## src/shared/ddr_mode_pkg.sv

```systemverilog
/*
 * constants, field layouts and state codes for the mode and extended mode
 * register block of a ddr sdram device.
 * assumes: importing modules run on one clock and a synchronous reset.
 */
// Contract
// - burst lengths two, four and eight exist for sequential and interleaved order
// - a burst stays inside an aligned block of burst-length columns and wraps
// - block is chosen by column bits above 0, 1 or 2; low bits start
// - one programmed burst length serves reads and writes alike
// - burst order bit of the mode register picks sequential or interleaved
// - sequential counts up modulo length; interleaved is start xor beat index
// - read taken at edge n with latency m gives first data at n+m
// - latencies two and two and a half; the half lands on a falling edge
// - bank selects low one, high zero write the extended register, retained
// - self refresh exit enables the dll with no register write
// - reduced drive works only on the sixteen-bit variant
// - address bits 0-2 length, 3 type, 4-6 latency, 7-13 mode field
// - both bank selects low write the base register; dll reset self-clears
package ddr_mode_pkg;
	localparam int ADDR_W = 14;
	localparam int BL_LSB = 0;
	localparam int BL_MSB = 2;
	localparam int BT_BIT = 3;
	localparam int CL_LSB = 4;
	localparam int CL_MSB = 6;
	localparam int OPM_LSB = 7;
	localparam int OPM_MSB = 13;
	localparam int EXT_DLL_OFF_BIT = 0;
	localparam int EXT_WEAK_BIT = 1;
	localparam logic [2:0] BL_CODE_2 = 3'h1;
	localparam logic [2:0] BL_CODE_4 = 3'h2;
	localparam logic [2:0] BL_CODE_8 = 3'h3;
	localparam logic [2:0] CL_CODE_2 = 3'h2;
	localparam logic [2:0] CL_CODE_25 = 3'h6;
	localparam logic [6:0] OPM_NORMAL = 7'h00;
	localparam logic [6:0] OPM_DLL_RESET = 7'h02;
	localparam logic [1:0] SEL_BASE = 2'h0;
	localparam logic [1:0] SEL_EXT = 2'h1;
	localparam logic [6:0] BASE_RESET = 7'h00;
	localparam logic [1:0] EXT_RESET = 2'h0;
	// whole clocks of read latency; the half clock is a flag
	localparam int READ_LAT_WHOLE = 2;
	localparam int DLL_LOCK_CYCLES = 200;
	localparam int LOCK_W = 8;
	typedef enum logic [2:0]
	{
		ST_IDLE = 3'b001,
		ST_WAIT = 3'b010,
		ST_BEAT = 3'b100
	} burst_state_e;
endpackage

```

## src/design/burst_order.sv

```systemverilog
/*
 * column order within one burst: registered low column bits for a beat.
 * assumes: start, beat and length are steady in the cycle before the edge.
 */
`timescale 1ns/1ps
`default_nettype none
module burst_order
	import ddr_mode_pkg::*;
(
	input  wire logic       clk_sys,
	input  wire logic       rst,
	input  wire logic [2:0] startLow,
	input  wire logic [2:0] beat,
	input  wire logic [1:0] lenLog2,
	input  wire logic       interleave,
	output logic      [2:0] columnLow
);
	wire logic [2:0] mask;
	wire logic [2:0] seqOffset;
	wire logic [2:0] ilvOffset;
	wire logic [2:0] offset;
	wire logic [2:0] next_columnLow;

	assign mask = 3'((4'h1 << lenLog2) - 4'h1);
	assign seqOffset = 3'(startLow + beat);
	assign ilvOffset = startLow ^ beat;
	assign offset = interleave ? ilvOffset : seqOffset;
	// bits above the mask keep the block, so the burst wraps inside it
	assign next_columnLow = (startLow & ~mask) | (offset & mask);

	always_ff @(posedge clk_sys)
	begin
		if (rst)
			columnLow <= 3'h0;
		else
			columnLow <= next_columnLow;
	end
endmodule
`default_nettype wire

```

## src/design/ddr_mode_config.sv

```systemverilog
/*
 * mode and extended mode registers of a ddr sdram and the burst and read
 * latency behaviour they steer: column sequencing, first-data timing and
 * dll enable, reset and lock tracking.
 * assumes: command strobes are already decoded, one cycle each, synchronous
 * to clk_sys; the controller keeps to its own loading rules.
 */
`timescale 1ns/1ps
`default_nettype none
module ddr_mode_config
	import ddr_mode_pkg::*;
#(
	parameter int         COL_W    = 10,
	parameter logic       WIDE_X16 = 1'b1,
	parameter logic [7:0] DLL_LOCK = 8'(DLL_LOCK_CYCLES)
)
(
	input  wire logic              clk_sys,
	input  wire logic              rst,
	input  wire logic              loadMode,
	input  wire logic              bank_select_low,
	input  wire logic              bank_select_high,
	input  wire logic [ADDR_W-1:0] addr,
	input  wire logic              readCmd,
	input  wire logic              writeCmd,
	input  wire logic [COL_W-1:0]  column,
	input  wire logic              selfRefreshExit,
	output logic      [3:0]        burstLengthBeats,
	output logic                   burst_order_select_bit,
	output logic      [2:0]        read_latency_setting,
	output logic                   reservedSetting,
	output logic                   dllEnabled,
	output logic                   dllResetPulse,
	output logic                   dllLocked,
	output logic                   reducedDrive,
	output logic                   burstActive,
	output logic                   burstIsRead,
	output logic                   burstLast,
	output logic      [COL_W-1:0]  burstColumn,
	output logic                   readDataFirst,
	output logic                   readDataFalling
);
	// ****************************************
	// decoding
	// ****************************************
	function automatic logic [1:0] lenLog2Of(input logic [2:0] code);
		case (code)
			BL_CODE_2: lenLog2Of = 2'h1;
			BL_CODE_4: lenLog2Of = 2'h2;
			BL_CODE_8: lenLog2Of = 2'h3;
			default:   lenLog2Of = 2'h0; // reserved
		endcase
	endfunction

	logic [6:0]         baseField;
	logic [1:0]         extField;
	logic [LOCK_W-1:0]  lockCount;
	logic               lockRun;
	burst_state_e       state;
	logic [2:0]         beat;
	logic [COL_W-1:0]   startCol;
	logic               startRead;
	logic               startFalling;
	logic [1:0]         burstLen;
	logic               burstIlv;
	logic [READ_LAT_WHOLE-1:0] latTaps;

	wire logic [1:0] bankSel;
	wire logic       baseWrite;
	wire logic       extWrite;
	wire logic [6:0] opField;
	wire logic       opReserved;
	wire logic       dllResetReq;
	wire logic [1:0] curLenLog2;
	wire logic       curLatOk;
	wire logic       curLatHalf;
	wire logic       lenOk;
	wire logic       readTake;
	wire logic       writeTake;
	wire logic       nextDllOff;
	wire logic       dllTurnOn;
	wire logic       lockStart;
	wire logic [2:0] lastBeat;
	wire logic       beatEnd;
	wire logic [2:0] columnLow;

	assign bankSel = {bank_select_high, bank_select_low};
	assign baseWrite = loadMode && (bankSel == SEL_BASE);
	assign extWrite = loadMode && (bankSel == SEL_EXT);
	assign opField = addr[OPM_MSB:OPM_LSB];
	assign opReserved = (opField != OPM_NORMAL) && (opField != OPM_DLL_RESET);
	assign dllResetReq = baseWrite && (opField == OPM_DLL_RESET);
	assign curLenLog2 = lenLog2Of(baseField[BL_MSB:BL_LSB]);
	assign curLatOk = (baseField[CL_MSB:CL_LSB] == CL_CODE_2)
		|| (baseField[CL_MSB:CL_LSB] == CL_CODE_25);
	assign curLatHalf = baseField[CL_MSB:CL_LSB] == CL_CODE_25;
	assign lenOk = curLenLog2 != 2'h0;
	// reserved length codes give no burst at all and reserved latency codes no read burst, rather than a guessed order
	assign readTake = readCmd && lenOk && curLatOk;
	assign writeTake = writeCmd && !readCmd && lenOk;

	// ****************************************
	// mode registers
	// ****************************************
	// the dll reset bit is never stored, which makes it self-clearing
	always_ff @(posedge clk_sys)
	begin
		if (rst)
			baseField <= BASE_RESET;
		else if (baseWrite)
			baseField <= addr[6:0];
	end

	assign nextDllOff = extWrite ? addr[EXT_DLL_OFF_BIT]
		: (selfRefreshExit ? 1'b0 : extField[EXT_DLL_OFF_BIT]);
	assign dllTurnOn = extField[EXT_DLL_OFF_BIT] && !nextDllOff;

	always_ff @(posedge clk_sys)
	begin
		if (rst)
			extField <= EXT_RESET;
		else
		begin
			extField[EXT_DLL_OFF_BIT] <= nextDllOff;
			if (extWrite)
				extField[EXT_WEAK_BIT] <= addr[EXT_WEAK_BIT];
		end
	end

	always_ff @(posedge clk_sys)
	begin
		if (rst)
			reservedSetting <= 1'b0;
		else if (baseWrite)
			reservedSetting <= opReserved || (lenLog2Of(addr[BL_MSB:BL_LSB]) == 2'h0)
				|| ((addr[CL_MSB:CL_LSB] != CL_CODE_2)
				&& (addr[CL_MSB:CL_LSB] != CL_CODE_25));
	end

	always_ff @(posedge clk_sys)
	begin
		if (rst)
		begin
			burstLengthBeats <= 4'h0;
			burst_order_select_bit <= 1'b0;
			read_latency_setting <= 3'h0;
			dllEnabled <= 1'b1;
			reducedDrive <= 1'b0;
			dllResetPulse <= 1'b0;
		end
		else
		begin
			burstLengthBeats <= (curLenLog2 == 2'h0) ? 4'h0 : 4'(4'h1 << curLenLog2);
			burst_order_select_bit <= baseField[BT_BIT];
			read_latency_setting <= baseField[CL_MSB:CL_LSB];
			dllEnabled <= !extField[EXT_DLL_OFF_BIT];
			// narrow parts ignore the weak drive request
			reducedDrive <= WIDE_X16 && extField[EXT_WEAK_BIT];
			dllResetPulse <= dllResetReq;
		end
	end

	// ****************************************
	// dll lock tracking
	// ****************************************
	// a status only: reads are not blocked while the dll settles
	assign lockStart = dllResetReq || dllTurnOn;

	always_ff @(posedge clk_sys)
	begin
		if (rst)
		begin
			lockCount <= DLL_LOCK;
			lockRun <= 1'b1;
		end
		else if (lockStart)
		begin
			lockCount <= DLL_LOCK;
			lockRun <= 1'b1;
		end
		else if (lockRun)
		begin
			lockCount <= lockCount - 8'h1;
			lockRun <= lockCount != 8'h1;
		end
	end

	always_ff @(posedge clk_sys)
	begin
		if (rst)
			dllLocked <= 1'b0;
		else
			dllLocked <= !lockRun && !extField[EXT_DLL_OFF_BIT];
	end

	// ****************************************
	// burst sequencing
	// ****************************************
	read_latency_pipe #(
		.DEPTH (READ_LAT_WHOLE)
	) u_lat (
		.clk_sys (clk_sys),
		.rst     (rst),
		.launch  (readTake),
		.taps    (latTaps)
	);

	assign lastBeat = 3'((4'h1 << burstLen) - 4'h1);
	assign beatEnd = beat == lastBeat;

	// a new read or write cuts off whatever burst is running
	always_ff @(posedge clk_sys)
	begin
		if (rst)
		begin
			state <= ST_IDLE;
			beat <= 3'h0;
		end
		else if (readTake)
		begin
			state <= ST_WAIT;
			beat <= 3'h0;
		end
		else if (writeTake)
		begin
			state <= ST_BEAT;
			beat <= 3'h0;
		end
		else
		begin
			case (state)
				ST_WAIT:
				begin
					if (latTaps[READ_LAT_WHOLE-2])
						state <= ST_BEAT;
				end
				ST_BEAT:
				begin
					beat <= 3'(beat + 3'h1);
					if (beatEnd)
						state <= ST_IDLE;
				end
				ST_IDLE:
					beat <= 3'h0;
				default:
					state <= ST_IDLE;
			endcase
		end
	end

	// length and order are frozen per burst so a later load cannot tear one
	always_ff @(posedge clk_sys)
	begin
		if (rst)
		begin
			startCol <= '0;
			startRead <= 1'b0;
			startFalling <= 1'b0;
			burstLen <= 2'h1;
			burstIlv <= 1'b0;
		end
		else if (readTake || writeTake)
		begin
			startCol <= column;
			startRead <= readTake;
			startFalling <= readTake && curLatHalf;
			burstLen <= curLenLog2;
			burstIlv <= baseField[BT_BIT];
		end
	end

	burst_order u_order (
		.clk_sys    (clk_sys),
		.rst        (rst),
		.startLow   (startCol[2:0]),
		.beat       (beat),
		.lenLog2    (burstLen),
		.interleave (burstIlv),
		.columnLow  (columnLow)
	);

	assign burstColumn = {startCol[COL_W-1:3], columnLow};

	always_ff @(posedge clk_sys)
	begin
		if (rst)
		begin
			burstActive <= 1'b0;
			burstIsRead <= 1'b0;
			burstLast <= 1'b0;
			readDataFirst <= 1'b0;
			readDataFalling <= 1'b0;
		end
		else
		begin
			burstActive <= state == ST_BEAT;
			burstIsRead <= (state == ST_BEAT) && startRead;
			burstLast <= (state == ST_BEAT) && beatEnd;
			readDataFirst <= latTaps[READ_LAT_WHOLE-1] && (state == ST_BEAT);
			readDataFalling <= latTaps[READ_LAT_WHOLE-1] && startFalling;
		end
	end
endmodule
`default_nettype wire

```

## src/design/read_latency_pipe.sv

```systemverilog
/*
 * shift line that carries a read launch across the whole-clock latency.
 * assumes: launch is a one-cycle pulse in the clk_sys domain.
 */
`timescale 1ns/1ps
`default_nettype none
module read_latency_pipe
	import ddr_mode_pkg::*;
#(
	parameter int DEPTH = READ_LAT_WHOLE
)
(
	input  wire logic             clk_sys,
	input  wire logic             rst,
	input  wire logic             launch,
	output logic      [DEPTH-1:0] taps
);
	genvar i;
	always_ff @(posedge clk_sys)
	begin
		if (rst)
			taps[0] <= 1'b0;
		else
			taps[0] <= launch;
	end
	generate
		for (i = 1; i < DEPTH; i++)
		begin : g_stage
			always_ff @(posedge clk_sys)
			begin
				if (rst)
					taps[i] <= 1'b0;
				else
					taps[i] <= taps[i-1];
			end
		end
	endgenerate
endmodule
`default_nettype wire

```

## config.mk

```make
export PLATFORM = sky130hd
export DESIGN_NAME = ddr_mode_config
export DESIGN_NICKNAME = d
export VERILOG_FILES = /design/src/shared/ddr_mode_pkg.sv /design/src/design/burst_order.sv /design/src/design/ddr_mode_config.sv /design/src/design/read_latency_pipe.sv
export SDC_FILE = /design/constraint.sdc
export NUM_CORES = 1
export LEC_CHECK = 0
export BUFFER_PORTS_ARGS = -buffer_cell sky130_fd_sc_hd__buf_2
export CORE_MARGIN = 3
export CORE_UTILIZATION = 40
export DETAILED_ROUTE_END_ITERATION = 8
export GPL_ROUTABILITY_DRIVEN = 0
export GPL_TIMING_DRIVEN = 0
export MAX_ROUTING_LAYER = met4
export SLEW_MARGIN = 40
export SYNTH_ARGS = -nofsm -noshare
export SYNTH_HDL_FRONTEND = slang
export SYNTH_SLANG_ARGS = --single-unit
```

## constraint.sdc

```tcl
create_clock -name clk_sys -period 2.43 [get_ports clk_sys]
set_input_delay 0.486 -clock clk_sys [delete_from_list [all_inputs] [get_ports clk_sys]]
set_output_delay 0.486 -clock clk_sys [all_outputs]
set_load 0.02 [all_outputs]
```

**Word level (Yosys, flattened, before mapping)**

Cells that the tools add are included.

- Input bits: 32
- Logic and storage cells: 115
- Register bits: 62

- Bitwise gates (word level): 5
- Shift-type cells: 2
- Mux-type cells: 14
- Reductions and logical operators: 37
- Eq/ne operators: 24
- Add/sub/neg operators: 4

Operators with widths:

| operator | count |
|---|---|
| equality test 3 x 2 -> 1 bit (second input constant) | 6 |
| logical AND 1 bit | 16 |
| 2-to-1 mux 3 bit | 4 |
| one-hot mux 2 bit (3 select lines) | 2 |
| equality test 3 x 1 -> 1 bit (second input constant) | 3 |
| != test 3 bit (second input constant) | 3 |
| one-hot mux 3 bit (3 select lines) | 1 |
| != test 8 x 1 -> 1 bit (second input constant) | 1 |
| subtractor 8 x 1 -> 8 bit (second input constant) | 1 |
| equality test 7 x 2 -> 1 bit (second input constant) | 1 |
| != test 7 x 2 -> 1 bit (second input constant) | 1 |
| nonzero test 7 bit | 1 |
| AND 3 bit | 2 |
| equality test 3 bit (second input constant) | 2 |
| logical NOT 2 bit | 3 |
| 2-to-1 mux 2 bit | 3 |
| != test 3 x 2 -> 1 bit (second input constant) | 2 |
| one-hot mux 3 bit (2 select lines) | 1 |
| AND reduction 3 bit | 2 |
| OR reduction 2 bit | 3 |
| logical OR 1 bit | 5 |
| logical NOT 1 bit | 4 |
| != test 4 x 3 -> 1 bit (second input constant) | 1 |
| != test 4 bit (second input constant) | 1 |
| other kinds (14) | 17 |

**Logic depth before layout (Yosys ltp)**

- Word-level depth: 7
- Gate-level depth with buffers: 6
- Mapped depth without buffers: 6

**Hierarchy**

Synthesis repeated with hierarchy kept, for this count alone.

- Cell total of the unflattened synthesis: 254
- Area total of the unflattened synthesis: 2492.4 µm²

Modules (own cells, without submodules):

| module | cells an instance | times used | area an instance (µm²) |
|---|---|---|---|
| ddr_mode_config | 225 | 1 | 2237.1 |
| burst_order | 25 | 1 | 202.7 |
| read_latency_pipe | 4 | 1 | 52.6 |

**Worst setup path after synthesis**

OpenSTA, ideal clock, no wires.

- Kind: reg2reg
- Start point: reg beat[0]
- End point: reg u_order.columnLow[2]
- Path slack: 0.796 ns
- Data arrival time: 1.564 ns
- Stages on the path, launching flop included: 7
- Period minus slack after synthesis: 1.634 ns
- Path through: dfxtp_1 ha_1 fa_1 nor2b_1 xnor2_1 or3_1 a21oi_1

- Longest elaborated chain between the ends: 4

Ends and longest elaborated chain:

| item | line | source |
|---|---|---|
| start, declared | ddr_mode_config.sv:60 | `logic [2:0] beat;` |
| start signal, assigned | ddr_mode_config.sv:239 | `beat <= 3'(beat + 3'h1);` |
| adder 3 bit | burst_order.sv:25 | `assign seqOffset = 3'(startLow + beat);` |
| 2-to-1 mux 3 bit | burst_order.sv:27 | `assign offset = interleave ? ilvOffset : seqOffset;` |
| AND 3 bit | burst_order.sv:29 | `assign next_columnLow = (startLow & ~mask) \| (offset & mask);` |
| OR 3 bit | burst_order.sv:29 |  |
| end signal, assigned | burst_order.sv:36 | `columnLow <= next_columnLow;` |
| end, declared | burst_order.sv:16 | `output logic [2:0] columnLow` |

Every way passes these cells.
A chain may end at the register's enable or synchronous reset.

**Worst setup path in the final report**

Ends and elaborated chain as after synthesis.

==> qor.yml <==
status: "finished, final reports clean"
clock_skew_ns: 0.006072
synth_ff_type: "dfxtp_1"
yosys_warnings: 0
ys_top_cells_by_area: "dfxtp_1 50%, mux2i_1 9.2%, nor2_1 5.7%"
port_buffers: 59
crit_family: "adder cells"
viasPerCell: 4.780
diodes: 0
dp_hpwl_um: 3653
fp.dieArea_um2: 7245
cp_slowest_cell: "dfxtp_1"
synth_edf_count: 0
slew_headroom_pct: 59.69
power_density_nw_per_um2: 660.9
startpoint_type: "register"
drt_iter0_drc: 100
irDropWorstVdd_v: 0.0003398
ant_nets: 0
crit_buf_inv: 0
grt_max_degree: 11
fin_tns_setup_ns: 0
hold_buffers: 0
cts_tree: "built"
period_needed_ns: 1.772
drt-total-wl_um: 5086
fin_crit_sh_pct: 72.92
r2r_slack_ns: 0.66
slew_violations: 0
fp.dieW_um: 85.12
synth-seq-area-share_pct: 49.58
netlist_area_um2: 2504
crit_cells: 6
ys_seq_elements: 62
worstRegToRegCells: 6
path_clk_slew_ns: 0.06
num-fill-cells: 581
slowest_delay_ns: 0.38
routed_wire_length_per_instance_um: 12.72
cp.arrival_ns: 2.04
rows: 28
ios: 60
core_area_um2: 5991
yosysMostFrequentCell: "dfxtp_1"
ys_types: 46
synth_cells: 251
max_freq_mhz: 564.4
fin_area_um2: 3060
cp.required_ns: 2.69
num_vias: 1912
grt.overflow.total: 0
initial_core_util_pct: 41.79
cp-end-kind: "register"
place_area_um2: 2893
grt_pass1_wl_um: 8542
cts.sinks: 62
path_cells: "ha_1 > fa_1 > nor2b_1 > xnor2_1 > or3_1 > a21oi_1"
hold_path_class: "in2reg"
syn-num-nets: 289
path_max_fanout: 6
cts_resized: 0
reg2reg_from: "beat[0]$_SDFFE_PP0P_"
drv_cap: 0
grt.total_usage_pct: 15.62
h-tree-depth: 3
rsz0062_at_grt: "no"
netlist_top_cells_count: "62 x dfxtp_1, 38 x nor2_1, 23 x mux2i_1"
leakagePower_nw: 1.347
worst_slew_pin_slew_ns: 0.5962
whs_ns: 0.3838
setup_viol: 0
antenna_found_initial: 0
hold_violations: 0
root_buffer: "clkbuf_8"
critPathLaunch: "beat[0]$_SDFFE_PP0P_"
crit_end: "u_order.columnLow[2]$_SDFF_PP0_"
synth_top_area_cell: "dfxtp_1"
drcViolationCount: 0
area_growth_pct: 22.24
syn_area_per_cell_um2: 9.975
synthArstFlopShare_pct: 0
path_class: "reg2reg"
numCtsBuffers: 9
nets: 359
dr.pass1.iters: 5
synth_top_area_share_pct: 49.58
cts_setup_buffers: 0
grt_pass1_vias: 1839
drive_gt1_share_pct: 27.38
die_h_um: 85.12
cts_buffer_depth: 2
clock_latency_ns: 0.33
final_util_pct: 51.09
r2r-end: "u_order.columnLow[2]$_SDFF_PP0_"
routing by layer:
layer / part of all wire, % / wire [um] / track usage, % / vias up
li1: - / - / - / 989
met4: 1.5 / 78 / 6.043 / 0
met1: 48 / 2438 / 19.65 / 877
met5: 0 / 0 / - / -
met2: 45 / 2310 / 22.74 / 40
met3: 5.1 / 259 / 5.825 / 6
report_power, final:
part | total (mW) | internal, mW | leakage (nW) | switching, mW
sequential | 1.08 | 1.05 | 0.503 | 0.0273
clock | 0.781 | 0.420 | 0.0865 | 0.361
combinational | 0.166 | 0.0797 | 0.758 | 0.0862
total | 2.02 | 1.55 | 1.35 | 0.475
flip-flops by register name, summed over array words and instances, names as in the netlist, 3 cells and up:
register              cells
state                     3
startCol                 10
baseField                 7
u_order.columnLow         3
lockCount                 8
read_latency_setting      3
burstLengthBeats          4
beat                      3
tightest hold or removal path, stage by stage:
cell,delay (ns)
buf_2,0.07
mux2i_1,0.05
nor2_1,0.07
layout make-up:
type	count	area [um2]	area share, %
sequential	62	1241	40.56
clock buffer	14	162.7	5.315
timing repair buffer	59	295.3	9.648
tap	75	93.84	3.066
inverter	8	30.03	0.9812
buffer	16	106.4	3.475
clock inverter	1	5.005	0.1635
multi-input combinational	165	1126	36.79
through the flow:
| step | cells | setup WS, ns | power, mW |
|---|---|---|---|
| 2_1_floorplan | 251 | 0.7956 | 1.203 |
| 3_3_place_gp | 385 | 0.6792 | 1.261 |
| 3_5_place_dp | 385 | 0.6825 | 1.264 |
| 4_1_cts | 400 | 0.6658 | 2.055 |
| 5_1_grt | 400 | 0.6174 | 2.119 |
| 6_report | 400 | 0.6581 | 2.023 |
worst min-delay path by stage:
stage / from / end / slack, ns / cells after the start
after floorplan: extField[0]$_SDFF_PP0_ / dllEnabled$_SDFF_PP1_ / 0.40 / 1
after global placement: u_lat.taps[1]$_SDFF_PP0_ / readDataFirst$_SDFF_PP0_ / 0.44 / 1
after detailed placement: u_lat.taps[1]$_SDFF_PP0_ / readDataFirst$_SDFF_PP0_ / 0.45 / 1
after CTS: column[3] / startCol[3]$_SDFFE_PP0P_ / 0.37 / 3
after global routing: column[8] / startCol[8]$_SDFFE_PP0P_ / 0.40 / 3
final: column[3] / startCol[3]$_SDFFE_PP0P_ / 0.38 / 3
logic make-up (layout without fill, tap and decap cells):
group | Yosys count | after routing | share of synthesized area (%)
AOI/OAI and AO/OA | 30 | 30 | 9.295
xor gates and xnor gates | 7 | 7 | 2.449
adders and majority gates | 6 | 6 | 3.298
buffers and inverters | 24 | 98 | 5.447
DFF | 62 | 62 | 49.58
muxes | 23 | 23 | 9.195
other | 1 | 1 | 0.1498
and+or+nand+nor | 98 | 98 | 20.59
layout by cell type (no fill, tap or decap), types with 3 or more instances in the layout:
cell type	Yosys	routed
a21oi_1	7	7
buf_2	1	60
nor4b_1	6	6
xnor2_1	5	5
inv_1	8	8
and2_1	4	4
clkbuf_1	5	8
nor2b_1	10	10
ha_1	5	5
nand2_1	12	12
o21ai_0	5	5
nor4_1	3	3
nor3_1	5	5
mux2i_1	23	23
clkbuf_8	0	11
nor2_1	38	38
nand2b_1	5	5
nand3b_1	3	3
dfxtp_1	62	62
buf_4	8	8
Note: power is estimated with default switching activity, not from simulation.
